$ cat src/rtl/iaps_pkg.sv
package iaps_pkg;

   // ----------------------------------------------------------------
   // Timing
   // ----------------------------------------------------------------
   localparam int CLK_NS     = 5;
   localparam int ERASE0_NS  = 3200000;
   localparam int WRITE0_NS  = 2200000;
   localparam int ERASE1_NS  = 3700000;
   localparam int WRITE1_NS  = 3000000;
   localparam int READ_CYC   = 3;
   localparam int UNLOCK_DEF = 512;
   localparam int CNT_W      = 24;

   // ----------------------------------------------------------------
   // Geometry and codes
   // ----------------------------------------------------------------
   localparam int ADDR_W     = 14;
   localparam int OFF_W      = 5;
   localparam int PAGE_WORDS = 32;
   localparam logic [2:0] MODE_WRITE  = 3'h0;
   localparam logic [2:0] MODE_ERASE  = 3'h1;
   localparam logic [2:0] MODE_READ   = 3'h3;
   localparam logic [2:0] MODE_UNLOCK = 3'h6;
   localparam logic [4:0] OFF_LAST    = 5'h1F;
   localparam logic [7:0] KEY1L_VAL = 8'h00;
   localparam logic [7:0] KEY2L_VAL = 8'h0D;
   localparam logic [7:0] KEY3L_VAL = 8'hC3;
   localparam logic [7:0] KEY1H_VAL = 8'h04;
   localparam logic [7:0] KEY2H_VAL = 8'h09;
   localparam logic [7:0] KEY3H_VAL = 8'h40;

   // ----------------------------------------------------------------
   // Register map (byte offsets) and bit positions
   // ----------------------------------------------------------------
   localparam logic [11:0] REG_CTRL0  = 12'h000;
   localparam logic [11:0] REG_CTRL2  = 12'h004;
   localparam logic [11:0] REG_ADDRL  = 12'h008;
   localparam logic [11:0] REG_ADDRH  = 12'h00C;
   localparam logic [11:0] REG_DATAL  = 12'h010;
   localparam logic [11:0] REG_DATAH  = 12'h014;
   localparam logic [11:0] REG_KEY1L  = 12'h018;
   localparam logic [11:0] REG_KEY1H  = 12'h01C;
   localparam logic [11:0] REG_KEY2L  = 12'h020;
   localparam logic [11:0] REG_KEY2H  = 12'h024;
   localparam logic [11:0] REG_KEY3L  = 12'h028;
   localparam logic [11:0] REG_KEY3H  = 12'h02C;
   localparam logic [11:0] REG_STATUS = 12'h030;
   localparam int C0_ARM    = 3;
   localparam int C0_EWEN   = 4;
   localparam int C0_RDEN   = 5;
   localparam int C0_RDTRIG = 6;
   localparam int C0_OPTRIG = 7;
   localparam int C2_CLR    = 0;
   localparam int C2_TSEL   = 1;

   typedef enum logic [3:0] {
      ST_IDLE  = 4'b0001,
      ST_ERASE = 4'b0010,
      ST_PROG  = 4'b0100,
      ST_READ  = 4'b1000
   } iaps_state_t;

endpackage

$ cat src/rtl/iaps_page_buf.sv
`timescale 1ns/1ps
module iaps_page_buf #(
   parameter int WORDS = 32,
   parameter int AW    = 5,
   parameter int DW    = 16
) (
   input  wire logic          i_mclk,
   input  wire logic          i_resetn,
   input  wire logic          i_clear,
   input  wire logic          i_wr,
   input  wire logic [AW-1:0] i_waddr,
   input  wire logic [DW-1:0] i_wdata,
   input  wire logic [AW-1:0] i_raddr,
   output logic      [DW-1:0] o_rdata,
   output logic               o_rvalid
);
   logic [DW-1:0]    mem [WORDS];
   logic [WORDS-1:0] valid_reg;
   logic [WORDS-1:0] valid_next;

   // ----------------------------------------------------------------
   // Word store; only the valid bits need a reset value
   // ----------------------------------------------------------------
   always_comb begin
      valid_next = valid_reg;
      if (i_clear) begin
         valid_next = '0;
      end
      if (i_wr) begin
         valid_next[i_waddr] = 1'b1;
      end
   end

   always_ff @(posedge i_mclk or negedge i_resetn) begin
      if (!i_resetn) begin
         valid_reg <= '0;
      end else begin
         valid_reg <= valid_next;
      end
   end

   always_ff @(posedge i_mclk) begin
      if (i_wr) begin
         mem[i_waddr] <= i_wdata;
      end
   end

   assign o_rdata  = mem[i_raddr];
   assign o_rvalid = valid_reg[i_raddr];

endmodule

$ cat src/rtl/iaps_top.sv
// Implementation choices: the address map and the APB slave port.
`timescale 1ns/1ps
// How it works
// (RULE1) Unlock is recognised only while mode field holds 110.
// (RULE2) Setting the arm bit starts a timer bounding the key window.
// (RULE3) Software writes 00H, 0DH, C3H into the three low key registers.
// (RULE4) Software writes 04H, 09H, 40H into the three high key registers.
// (RULE5) On timer expiry hardware clears the arm bit, whatever the key.
// (RULE6) Full key match sets erase/write enable; wrong key leaves it off.
// (RULE7) Software clears the enable flag directly, no key needed.
// (RULE8) Buffer holds 32 sixteen-bit words; page from address bits 13..5.
// (RULE9) High data byte write loads the word and bumps the address.
// (RULE10) At the last page word the address no longer increments.
// (RULE11) Mode 001 plus trigger erases the page; trigger clears at end.
// (RULE12) Mode 000 plus trigger programs the buffer; trigger clears at end.
// (RULE13) Buffer-clear bit empties the write buffer.
// (RULE14) CPU is stalled while erase, write or read runs.
// (RULE15) Timing-select bit chooses how long the trigger stays high.
// (RULE16) Erase always removes a whole page.
// (RULE17) Write sends the whole buffer as one page.
// (RULE18) Reprogramming a page after clear and reload needs no erase.
// (RULE19) No erase or write while the enable flag is low.
// (RULE20) Mode 011, read enable, read trigger: data lands in data regs.
// (RULE21) Read trigger falls three cycles after it is set.
// (RULE22) Reads need no unlock.
// (RULE23) Software should run the system clock at full speed.
// (RULE24) Select 0: 3.2ms erase, 2.2ms write; 1: 3.7ms, 3.0ms.
// (RULE25) Buffer-clear bit is cleared by hardware when clearing ends.
// (RULE26) Dummy high-byte writes tag addresses, stopping at offset 11111b.
// (RULE27) Trigger while disabled or in another mode leaves flash alone.
module iaps_top
   import iaps_pkg::*;
#(
   parameter int UNLOCK_CYC = UNLOCK_DEF,
   parameter int ERASE0_CYC = (ERASE0_NS + CLK_NS - 1) / CLK_NS,
   parameter int WRITE0_CYC = (WRITE0_NS + CLK_NS - 1) / CLK_NS,
   parameter int ERASE1_CYC = (ERASE1_NS + CLK_NS - 1) / CLK_NS,
   parameter int WRITE1_CYC = (WRITE1_NS + CLK_NS - 1) / CLK_NS
) (
   input  wire logic               i_mclk,
   input  wire logic               i_resetn,
   input  wire logic               i_psel,
   input  wire logic               i_penable,
   input  wire logic               i_pwrite,
   input  wire logic [11:0]        i_paddr,
   input  wire logic [31:0]        i_pwdata,
   output logic      [31:0]        o_prdata,
   output logic                    o_pready,
   output logic                    o_pslverr,
   output logic      [ADDR_W-1:0]  o_fl_addr,
   output logic      [15:0]        o_fl_wdata,
   output logic                    o_fl_we,
   output logic                    o_fl_erase,
   output logic                    o_fl_rd,
   input  wire logic [15:0]        i_fl_rdata,
   output logic                    o_cpu_stall
);
   import iaps_pkg::*;

   // ----------------------------------------------------------------
   // Helpers
   // ----------------------------------------------------------------
   function automatic logic is_mapped(input logic [11:0] a);
      is_mapped = (a <= REG_STATUS) && (a[1:0] == 2'b00);
   endfunction

   function automatic logic [CNT_W-1:0] last_cnt(input int n);
      last_cnt = CNT_W'(n - 1);
   endfunction

   logic [2:0]        mode_reg,  mode_next;
   logic              arm_reg,   arm_next;
   logic              ewen_reg,  ewen_next;
   logic              rden_reg,  rden_next;
   logic              clr_reg,   clr_next;
   logic              tsel_reg,  tsel_next;
   logic [ADDR_W-1:0] addr_reg,  addr_next;
   logic [7:0]        dlo_reg,   dlo_next;
   logic [7:0]        dhi_reg,   dhi_next;
   logic [7:0]        key_reg  [6];
   logic [7:0]        key_next [6];
   logic [5:0]        kmask_reg, kmask_next;
   logic [CNT_W-1:0]  ut_reg,    ut_next;
   logic [31:0]       prdata_reg, prdata_next;
   logic              buf_wr;
   logic              start_erase, start_prog, start_rd;
   logic              key_ok;
   logic              wr_acc;
   logic [2:0]        wmode;

   iaps_state_t       state_reg, state_next;
   logic [CNT_W-1:0]  cnt_reg,   cnt_next;
   logic [5:0]        idx_reg,   idx_next;
   logic [ADDR_W-1:0] fla_reg,   fla_next;
   logic [15:0]       flw_reg,   flw_next;
   logic              we_reg,    we_next;
   logic              er_reg,    er_next;
   logic              rd_reg,    rd_next;
   logic [CNT_W-1:0]  op_last;
   logic              rd_done;
   logic              idle;
   logic [15:0]       buf_rdata;
   logic              buf_rvalid;

   // ----------------------------------------------------------------
   // Page buffer
   // ----------------------------------------------------------------
   iaps_page_buf #(
      .WORDS (PAGE_WORDS),
      .AW    (OFF_W),
      .DW    (16)
   ) u_buf (
      .i_mclk   (i_mclk),
      .i_resetn (i_resetn),
      .i_clear  (clr_reg),                               // RULE13
      .i_wr     (buf_wr),
      .i_waddr  (addr_reg[OFF_W-1:0]),                   // RULE8
      .i_wdata  ({i_pwdata[7:0], dlo_reg}),
      .i_raddr  (idx_reg[OFF_W-1:0]),
      .o_rdata  (buf_rdata),
      .o_rvalid (buf_rvalid)
   );

   assign idle     = (state_reg == ST_IDLE);
   assign wr_acc   = i_psel && i_penable && i_pwrite && idle;
   assign wmode    = i_pwdata[2:0];
   assign key_ok   = (key_reg[0] == KEY1L_VAL) && (key_reg[1] == KEY1H_VAL)
                  && (key_reg[2] == KEY2L_VAL) && (key_reg[3] == KEY2H_VAL)
                  && (key_reg[4] == KEY3L_VAL) && (key_reg[5] == KEY3H_VAL);
   assign o_pready  = 1'b1;
   assign o_pslverr = i_psel && i_penable && !is_mapped(i_paddr);
   assign o_prdata  = prdata_reg;
   assign o_cpu_stall = !idle;                           // RULE14

   // ----------------------------------------------------------------
   // Register file
   // ----------------------------------------------------------------
   always_comb begin
      mode_next   = mode_reg;
      arm_next    = arm_reg;
      ewen_next   = ewen_reg;
      rden_next   = rden_reg;
      clr_next    = 1'b0;                                // RULE25
      tsel_next   = tsel_reg;
      addr_next   = addr_reg;
      dlo_next    = dlo_reg;
      dhi_next    = dhi_reg;
      key_next    = key_reg;
      kmask_next  = kmask_reg;
      ut_next     = ut_reg;
      buf_wr      = 1'b0;
      start_erase = 1'b0;
      start_prog  = 1'b0;
      start_rd    = 1'b0;
      prdata_next = prdata_reg;
      // Key window timer; expiry drops the arm bit regardless of key
      if (arm_reg) begin
         if (ut_reg == last_cnt(UNLOCK_CYC)) begin
            arm_next = 1'b0;                             // RULE5
            ut_next  = '0;
         end else begin
            ut_next = ut_reg + 1'b1;                     // RULE2
         end
      end
      if (rd_done) begin
         dlo_next = i_fl_rdata[7:0];                     // RULE20
         dhi_next = i_fl_rdata[15:8];
      end
      if (wr_acc) begin
         case (i_paddr)
            REG_CTRL0: begin
               mode_next = wmode;
               rden_next = i_pwdata[C0_RDEN];
               if (!i_pwdata[C0_EWEN]) begin
                  ewen_next = 1'b0;                      // RULE7
               end
               if (i_pwdata[C0_ARM] && wmode == MODE_UNLOCK) begin
                  arm_next   = 1'b1;                     // RULE1
                  ut_next    = '0;
                  kmask_next = '0;
               end
               if (i_pwdata[C0_OPTRIG] && ewen_reg) begin
                  start_erase = (wmode == MODE_ERASE);   // RULE19
                  start_prog  = (wmode == MODE_WRITE);   // RULE27
               end
               if (i_pwdata[C0_RDTRIG] && i_pwdata[C0_RDEN]
                   && wmode == MODE_READ) begin
                  start_rd = 1'b1;                       // RULE22
               end
            end
            REG_CTRL2: begin
               clr_next  = i_pwdata[C2_CLR];
               tsel_next = i_pwdata[C2_TSEL];
            end
            REG_ADDRL: addr_next[7:0] = i_pwdata[7:0];
            REG_ADDRH: addr_next[ADDR_W-1:8] = i_pwdata[ADDR_W-9:0];
            REG_DATAL: dlo_next = i_pwdata[7:0];
            REG_DATAH: begin
               dhi_next = i_pwdata[7:0];
               buf_wr   = 1'b1;                          // RULE9
               if (addr_reg[OFF_W-1:0] != OFF_LAST) begin
                  addr_next[OFF_W-1:0] = addr_reg[OFF_W-1:0] + 1'b1;
               end                                       // RULE10 RULE26
            end
            REG_KEY1L, REG_KEY1H, REG_KEY2L,
            REG_KEY2H, REG_KEY3L, REG_KEY3H: begin
               key_next[3'(i_paddr[5:2] - 4'h6)]   = i_pwdata[7:0];
               kmask_next[3'(i_paddr[5:2] - 4'h6)] = 1'b1;
            end
            default: begin
            end
         endcase
      end
      // Hardware set of the enable wins over a same-cycle software clear
      if (arm_reg && mode_reg == MODE_UNLOCK && &kmask_reg && key_ok) begin
         ewen_next = 1'b1;                               // RULE6
      end
      if (i_psel && !i_penable) begin
         case (i_paddr)
            REG_CTRL0:  prdata_next = {24'h0, !idle && state_reg != ST_READ,
                                       state_reg == ST_READ, rden_reg,
                                       ewen_reg, arm_reg, mode_reg};
            REG_CTRL2:  prdata_next = {30'h0, tsel_reg, clr_reg};
            REG_ADDRL:  prdata_next = {24'h0, addr_reg[7:0]};
            REG_ADDRH:  prdata_next = {26'h0, addr_reg[ADDR_W-1:8]};
            REG_DATAL:  prdata_next = {24'h0, dlo_reg};
            REG_DATAH:  prdata_next = {24'h0, dhi_reg};
            REG_KEY1L:  prdata_next = {24'h0, key_reg[0]};
            REG_KEY1H:  prdata_next = {24'h0, key_reg[1]};
            REG_KEY2L:  prdata_next = {24'h0, key_reg[2]};
            REG_KEY2H:  prdata_next = {24'h0, key_reg[3]};
            REG_KEY3L:  prdata_next = {24'h0, key_reg[4]};
            REG_KEY3H:  prdata_next = {24'h0, key_reg[5]};
            REG_STATUS: prdata_next = {28'h0, state_reg};
            default:    prdata_next = 32'h0000_0000;
         endcase
      end
   end

   always_ff @(posedge i_mclk or negedge i_resetn) begin
      if (!i_resetn) begin
         mode_reg   <= MODE_WRITE;
         arm_reg    <= 1'b0;
         ewen_reg   <= 1'b0;
         rden_reg   <= 1'b0;
         clr_reg    <= 1'b0;
         tsel_reg   <= 1'b0;
         addr_reg   <= '0;
         dlo_reg    <= 8'h00;
         dhi_reg    <= 8'h00;
         key_reg    <= '{default: 8'h00};
         kmask_reg  <= '0;
         ut_reg     <= '0;
         prdata_reg <= 32'h0000_0000;
      end else begin
         mode_reg   <= mode_next;
         arm_reg    <= arm_next;
         ewen_reg   <= ewen_next;
         rden_reg   <= rden_next;
         clr_reg    <= clr_next;
         tsel_reg   <= tsel_next;
         addr_reg   <= addr_next;
         dlo_reg    <= dlo_next;
         dhi_reg    <= dhi_next;
         key_reg    <= key_next;
         kmask_reg  <= kmask_next;
         ut_reg     <= ut_next;
         prdata_reg <= prdata_next;
      end
   end

   // ----------------------------------------------------------------
   // Operation sequencer
   // ----------------------------------------------------------------
   // Busy time is fixed by the select bit; software cannot change it
   // mid-operation because all bus writes are ignored while busy
   always_comb begin
      case ({state_reg == ST_ERASE, tsel_reg})
         2'b10:   op_last = last_cnt(ERASE0_CYC);        // RULE24
         2'b11:   op_last = last_cnt(ERASE1_CYC);
         2'b01:   op_last = last_cnt(WRITE1_CYC);        // RULE15
         default: op_last = last_cnt(WRITE0_CYC);
      endcase
   end

   assign rd_done = (state_reg == ST_READ)
                 && (cnt_reg == last_cnt(READ_CYC));     // RULE21

   always_comb begin
      state_next = state_reg;
      cnt_next   = cnt_reg + 1'b1;
      idx_next   = idx_reg;
      fla_next   = fla_reg;
      flw_next   = flw_reg;
      we_next    = 1'b0;
      er_next    = 1'b0;
      rd_next    = 1'b0;
      case (state_reg)
         ST_IDLE: begin
            cnt_next = '0;
            idx_next = '0;
            if (start_erase) begin
               state_next = ST_ERASE;                    // RULE11
               er_next    = 1'b1;
               fla_next   = {addr_reg[ADDR_W-1:OFF_W], {OFF_W{1'b0}}};
            end else if (start_prog) begin
               state_next = ST_PROG;                     // RULE12 RULE18
            end else if (start_rd) begin
               state_next = ST_READ;
               rd_next    = 1'b1;
               fla_next   = addr_reg;
            end
         end
         ST_ERASE: begin
            if (cnt_reg == op_last) begin
               state_next = ST_IDLE;                     // RULE16
            end
         end
         ST_PROG: begin
            // Walk all page slots; only loaded words reach the array
            if (idx_reg < 6'(PAGE_WORDS)) begin
               we_next  = buf_rvalid;                    // RULE17
               fla_next = {addr_reg[ADDR_W-1:OFF_W], idx_reg[OFF_W-1:0]};
               flw_next = buf_rdata;
               idx_next = idx_reg + 1'b1;
            end
            if (cnt_reg == op_last) begin
               state_next = ST_IDLE;
            end
         end
         ST_READ: begin
            if (rd_done) begin
               state_next = ST_IDLE;                     // RULE20
            end
         end
         default: state_next = ST_IDLE;
      endcase
   end

   always_ff @(posedge i_mclk or negedge i_resetn) begin
      if (!i_resetn) begin
         state_reg <= ST_IDLE;
         cnt_reg   <= '0;
         idx_reg   <= '0;
         fla_reg   <= '0;
         flw_reg   <= 16'h0000;
         we_reg    <= 1'b0;
         er_reg    <= 1'b0;
         rd_reg    <= 1'b0;
      end else begin
         state_reg <= state_next;
         cnt_reg   <= cnt_next;
         idx_reg   <= idx_next;
         fla_reg   <= fla_next;
         flw_reg   <= flw_next;
         we_reg    <= we_next;
         er_reg    <= er_next;
         rd_reg    <= rd_next;
      end
   end

   assign o_fl_addr  = fla_reg;
   assign o_fl_wdata = flw_reg;
   assign o_fl_we    = we_reg;
   assign o_fl_erase = er_reg;
   assign o_fl_rd    = rd_reg;
endmodule

$ cat config.mk
export PLATFORM = sky130hd
export DESIGN_NAME = iaps_top
export DESIGN_NICKNAME = d
export VERILOG_FILES = /design/src/rtl/iaps_pkg.sv /design/src/rtl/iaps_page_buf.sv /design/src/rtl/iaps_top.sv
export SDC_FILE = /design/constraint.sdc
export NUM_CORES = 1
export LEC_CHECK = 0
export BUFFER_PORTS_ARGS = -buffer_cell sky130_fd_sc_hd__buf_2
export CAP_MARGIN = 0
export CORE_ASPECT_RATIO = 1.4
export CORE_UTILIZATION = 60
export CTS_CLUSTER_SIZE = 20
export DETAILED_ROUTE_END_ITERATION = 6
export HOLD_SLACK_MARGIN = 0.08
export PLACE_DENSITY_LB_ADDON = 0.05
export SLEW_MARGIN = 25
export SYNTH_ARGS = -nofsm -noshare
export SYNTH_HDL_FRONTEND = slang
export SYNTH_SLANG_ARGS = --single-unit
export TNS_END_PERCENT = 100
$ cat constraint.sdc
create_clock -name i_mclk -period 8.19 [get_ports i_mclk]
set_input_delay 1.638 -clock i_mclk [delete_from_list [all_inputs] [get_ports i_mclk]]
set_output_delay 1.638 -clock i_mclk [all_outputs]
set_load 0.1 [all_outputs]
==> impl_metrics.prom <==
# TYPE chip_impl_metric gauge
chip_impl_info{name="run_status",value="completed"} 1
chip_impl_info{name="critPathCaptureType",value="primary output"} 1
chip_impl_info{name="most-common-layout-cells",value="512 x sky130_fd_sc_hd__edfxtp_1, 215 x sky130_fd_sc_hd__dfrtp_1, 167 x sky130_fd_sc_hd__mux2i_1"} 1
chip_impl_metric{name="timing.max_slew.rel_slack",unit="%"} 24.6
chip_impl_metric{name="io-pin-count",unit=""} 133
chip_impl_metric{name="worst-path-max-fanout",unit=""} 6
chip_impl_metric{name="initial_utilization",unit="%"} 60.6
chip_impl_metric{name="drtAntennaViolNets",unit=""} 0
chip_impl_info{name="critPathTopFamily",value="simple AND/OR/NAND/NOR gates"} 1
chip_impl_metric{name="yosysSeqAreaShare",unit="%"} 67.8
chip_impl_metric{name="data_arrival_time_at_the_worst_slack_endpoint",unit="ns"} 3.27
chip_impl_info{name="timing_worst_setup_path_type",value="in2out"} 1
chip_impl_metric{name="worst-r2r-setup-slack",unit="ns"} 4.64
chip_impl_metric{name="synth_largest_type_area_fraction",unit="%"} 49.8
chip_impl_metric{name="synthSimpleGateAreaFrac",unit="%"} 8.01
chip_impl_metric{name="clock_path_buffers",unit=""} 3
chip_impl_metric{name="synth_cells",unit=""} 2032
chip_impl_metric{name="antenna-diode-count",unit=""} 0
chip_impl_metric{name="avgViaCountPerCell",unit=""} 6.44
chip_impl_metric{name="finish.net_count",unit=""} 2221
chip_impl_info{name="synthFlopType",value="sky130_fd_sc_hd__edfxtp_1"} 1
chip_impl_metric{name="final.setup_skew",unit="ns"} 0.0204
chip_impl_metric{name="antenna_found_initial",unit=""} 1
chip_impl_metric{name="reg2reg_depth",unit=""} 8
chip_impl_metric{name="post_synth_mux_area_share",unit="%"} 13.5
chip_impl_info{name="ys_top_cells_by_area",value="sky130_fd_sc_hd__edfxtp_1 50%, sky130_fd_sc_hd__dfrtp_1 18%, sky130_fd_sc_hd__mux2i_1 5.4%"} 1
chip_impl_metric{name="fraction_of_synthesized_cell_area_in_xor_and_xnor_cells",unit="%"} 1.36
chip_impl_info{name="hold_path_class",value="reg2reg"} 1
chip_impl_metric{name="placementRows",unit=""} 98
chip_impl_info{name="clock_tree_from_tritoncts",value="done"} 1
chip_impl_metric{name="hold_depth",unit=""} 2
chip_impl_metric{name="numCtsBuffers",unit=""} 68
chip_impl_metric{name="first_global_vias",unit=""} 18500
chip_impl_metric{name="layout_min_cycle_time",unit="ns"} 4.91
chip_impl_metric{name="clock_sink_count",unit=""} 735
chip_impl_metric{name="grt-ovfl-total",unit=""} 0
chip_impl_metric{name="buffers_added_on_ports",unit=""} 83
chip_impl_info{name="critical_path.reg2reg.startpoint",value="state_reg[1]"} 1
chip_impl_metric{name="power.ir.vdd_worst",unit="mV"} 0.185
chip_impl_metric{name="fillerInstances",unit=""} 3604
chip_impl_metric{name="synth_cell_type_count",unit=""} 78
chip_impl_metric{name="max_freq",unit="GHz"} 0.204
chip_impl_info{name="min_delay_worst_endpoint",value="kmask_reg[0]"} 1
chip_impl_metric{name="synthesis.area",unit="mm²"} 0.0309
chip_impl_metric{name="first_pass_iters",unit=""} 5
chip_impl_metric{name="hold_viol",unit=""} 0
chip_impl_metric{name="cts_hold_buffers",unit=""} 0
chip_impl_metric{name="detailed_place_hpwl",unit="µm"} 49800
chip_impl_metric{name="initialDrtViolationCount",unit=""} 1669
chip_impl_metric{name="drt_drc_violations_left",unit=""} 0
chip_impl_info{name="timing.critical_path.slowest_stage_cell",value="sky130_fd_sc_hd__nor4_2"} 1
chip_impl_metric{name="height_of_the_chip",unit="µm"} 271
chip_impl_metric{name="powerDensity",unit="mW/mm²"} 213
chip_impl_metric{name="dp_worst_setup_slack",unit="ns"} 3.03
chip_impl_metric{name="synth_compound_area_share",unit="%"} 6.12
chip_impl_info{name="worst_flop_to_flop_path_endpoint",value="u_buf.mem[3][0]"} 1
chip_impl_metric{name="worst-path-stages",unit=""} 5
chip_impl_metric{name="setup_tns",unit="ns"} 0
chip_impl_metric{name="post_cts.resized_instances",unit=""} 0
chip_impl_metric{name="cap_violations",unit=""} 0
chip_impl_metric{name="finalWirelength",unit="µm"} 79200
chip_impl_metric{name="post_synthesis_to_final_layout_area_growth",unit="%"} 11.3
chip_impl_metric{name="asyncSetResetFlopFracSynth",unit="%"} 30.3
chip_impl_metric{name="pin_count_of_the_biggest_net_entering_global_routing",unit=""} 117
chip_impl_metric{name="place_congestion",unit=""} 0.922
chip_impl_metric{name="largest_register_ff_count",unit=""} 512
chip_impl_metric{name="synth_edf_count",unit=""} 512
chip_impl_metric{name="clk_transition_reported_paths",unit="ns"} 0.06
chip_impl_info{name="worstHoldStart",value="kmask_reg[0]"} 1
chip_impl_info{name="cp_common_cell",value="sky130_fd_sc_hd__buf_2"} 1
chip_impl_info{name="critical_path.startpoint_type",value="input port"} 1
chip_impl_metric{name="post_cts.repair.setup_buffers",unit=""} 0
chip_impl_metric{name="fin_ws",unit="ns"} 3.28
chip_impl_metric{name="synth.avg_cell_area",unit="µm²"} 15.2
chip_impl_info{name="synth_top_family_by_area",value="multiplexers"} 1
chip_impl_metric{name="vias",unit=""} 18300
chip_impl_metric{name="core",unit="mm²"} 0.0510
chip_impl_info{name="synth_largest_area_cell",value="sky130_fd_sc_hd__edfxtp_1"} 1
chip_impl_metric{name="clock_latency_on_the_worst_skew_pair",unit="ns"} 0.62
chip_impl_metric{name="worst_path_buf_inv",unit=""} 2
chip_impl_metric{name="die_area",unit="mm²"} 0.0524
chip_impl_info{name="clockRootBuffer",value="sky130_fd_sc_hd__clkbuf_16"} 1
chip_impl_metric{name="slew_viol_final",unit=""} 0
chip_impl_metric{name="post_drt_wl_per_cell",unit="µm"} 27.9
chip_impl_metric{name="worstMarginPinSlew",unit="ns"} 1.13
chip_impl_metric{name="critPathMaxStageDelay",unit="ns"} 0.64
chip_impl_info{name="setup_repair_after_global_routing_missed_its_margin",value="false"} 1
chip_impl_metric{name="total_of_warnings_raised_by_yosys",unit=""} 0
chip_impl_metric{name="grt_pass1_wl",unit="µm"} 118000
chip_impl_info{name="path_cells",value="buf_2, nor4_2, and3_1, a21oi_1, buf_2"} 1
chip_impl_metric{name="cp.required",unit="ns"} 6.55
chip_impl_metric{name="htree_num_levels",unit=""} 3
chip_impl_info{name="most_common_cell_after_layout_fill_and_taps_aside",value="sky130_fd_sc_hd__edfxtp_1"} 1
chip_impl_metric{name="ys_ff_latch",unit=""} 735
chip_impl_metric{name="yosys.area_share.adder",unit="%"} 0.567
chip_impl_metric{name="die_w",unit="µm"} 194
chip_impl_metric{name="leakage",unit="nW"} 12.8
chip_impl_metric{name="setup-violations-final",unit=""} 0
chip_impl_metric{name="drive_above_1_share",unit="%"} 20.1
chip_impl_metric{name="fin_crit_sh",unit="%"} 59.9
chip_impl_metric{name="overall_routing_resource_usage",unit="%"} 31.0
==> synthesized netlist by cell type (30+ instances only) <==
| cell | n |
|---|---|
| sky130_fd_sc_hd__nand3_1 | 56 |
| sky130_fd_sc_hd__xor2_1 | 34 |
| sky130_fd_sc_hd__nor2_1 | 124 |
| sky130_fd_sc_hd__a21oi_1 | 30 |
| sky130_fd_sc_hd__mux2_2 | 87 |
| sky130_fd_sc_hd__o22ai_1 | 61 |
| sky130_fd_sc_hd__edfxtp_1 | 512 |
| sky130_fd_sc_hd__o21ai_0 | 40 |
| sky130_fd_sc_hd__nand2_1 | 114 |
| sky130_fd_sc_hd__mux2i_1 | 167 |
| sky130_fd_sc_hd__inv_1 | 44 |
| sky130_fd_sc_hd__clkbuf_1 | 64 |
| sky130_fd_sc_hd__mux4_2 | 67 |
| sky130_fd_sc_hd__dfrtp_1 | 222 |
==> where the power goes <==
group	total, W	switching [W]	internal (W)
Clock	0.00319	0.00135	0.00184
Sequential	0.00396	0.00000142	0.00396
Combinational	0.000165	0.000144	0.0000207
==> worst max path at each step <==
stage / from / end / slack, ns
after detailed placement: i_paddr[2] / u_buf.mem[3][0] / 3.03
after global placement: i_paddr[2] / u_buf.mem[3][0] / 2.99
after CTS: i_paddr[1] / o_pslverr / 3.32
after floorplan: i_paddr[2] / o_pslverr / 2.63
final: i_paddr[1] / o_pslverr / 3.28
after global routing: i_paddr[1] / o_pslverr / 3.25
==> routing by layer <==
metal / routed length, µm / share of wire (%) / global-route usage, % / vias to the layer above
met2: 41100 / 52 / 53.7 / 677
met4: 3660 / 4.6 / 15.0 / 0
met5: 0 / 0 / 0 / -
met1: 30300 / 38 / 39.2 / 9480
met3: 4080 / 5.2 / 3.66 / 141
li1: - / - / - / 8014
==> metrics by stage <==
stage               instances  power [W]  utilization [%]  cell area, µm²  hold WS, ns
detailed placement       2722    0.00420             63.0           32200        0.488
CTS                      2844    0.00737             67.4           34400        0.503
floorplan                2055    0.00413                -           31000        0.458
global placement         2722    0.00420             63.0           32100        0.481
finish                   2844    0.00732             67.4           34400        0.499
global route             2844    0.00752             67.4           34400        0.519
==> cell type report <==
cell class / count / area [µm²] / share of cell area (%)
Clock inverter: 30 / 352 / 1.02
Sequential cell: 735 / 21000 / 61.0
Multi-Input combinational cell: 1142 / 9280 / 27.0
Clock buffer: 92 / 1880 / 5.45
Timing Repair Buffer: 150 / 941 / 2.74
Tap cell: 650 / 813 / 2.36
Inverter: 45 / 169 / 0.491
==> worst reg2reg max path, delay by kind of cell (launching register included) <==
family,cells,cell delay (ns)
AND/OR/NAND/NOR,5,2.03
flip-flops,1,0.51
buffers and inverters,3,0.71
==> cell families after synthesis <==
group                      count (synthesis)
xor gates and xnor gates                  48
adders and majority gates                 14
AOI/OAI and AO/OA                        267
other                                      2
DFF                                      735
and+or+nand+nor                          467
buffers and inverters                    178
muxes                                    321
Power figures use the tool's default switching activity.
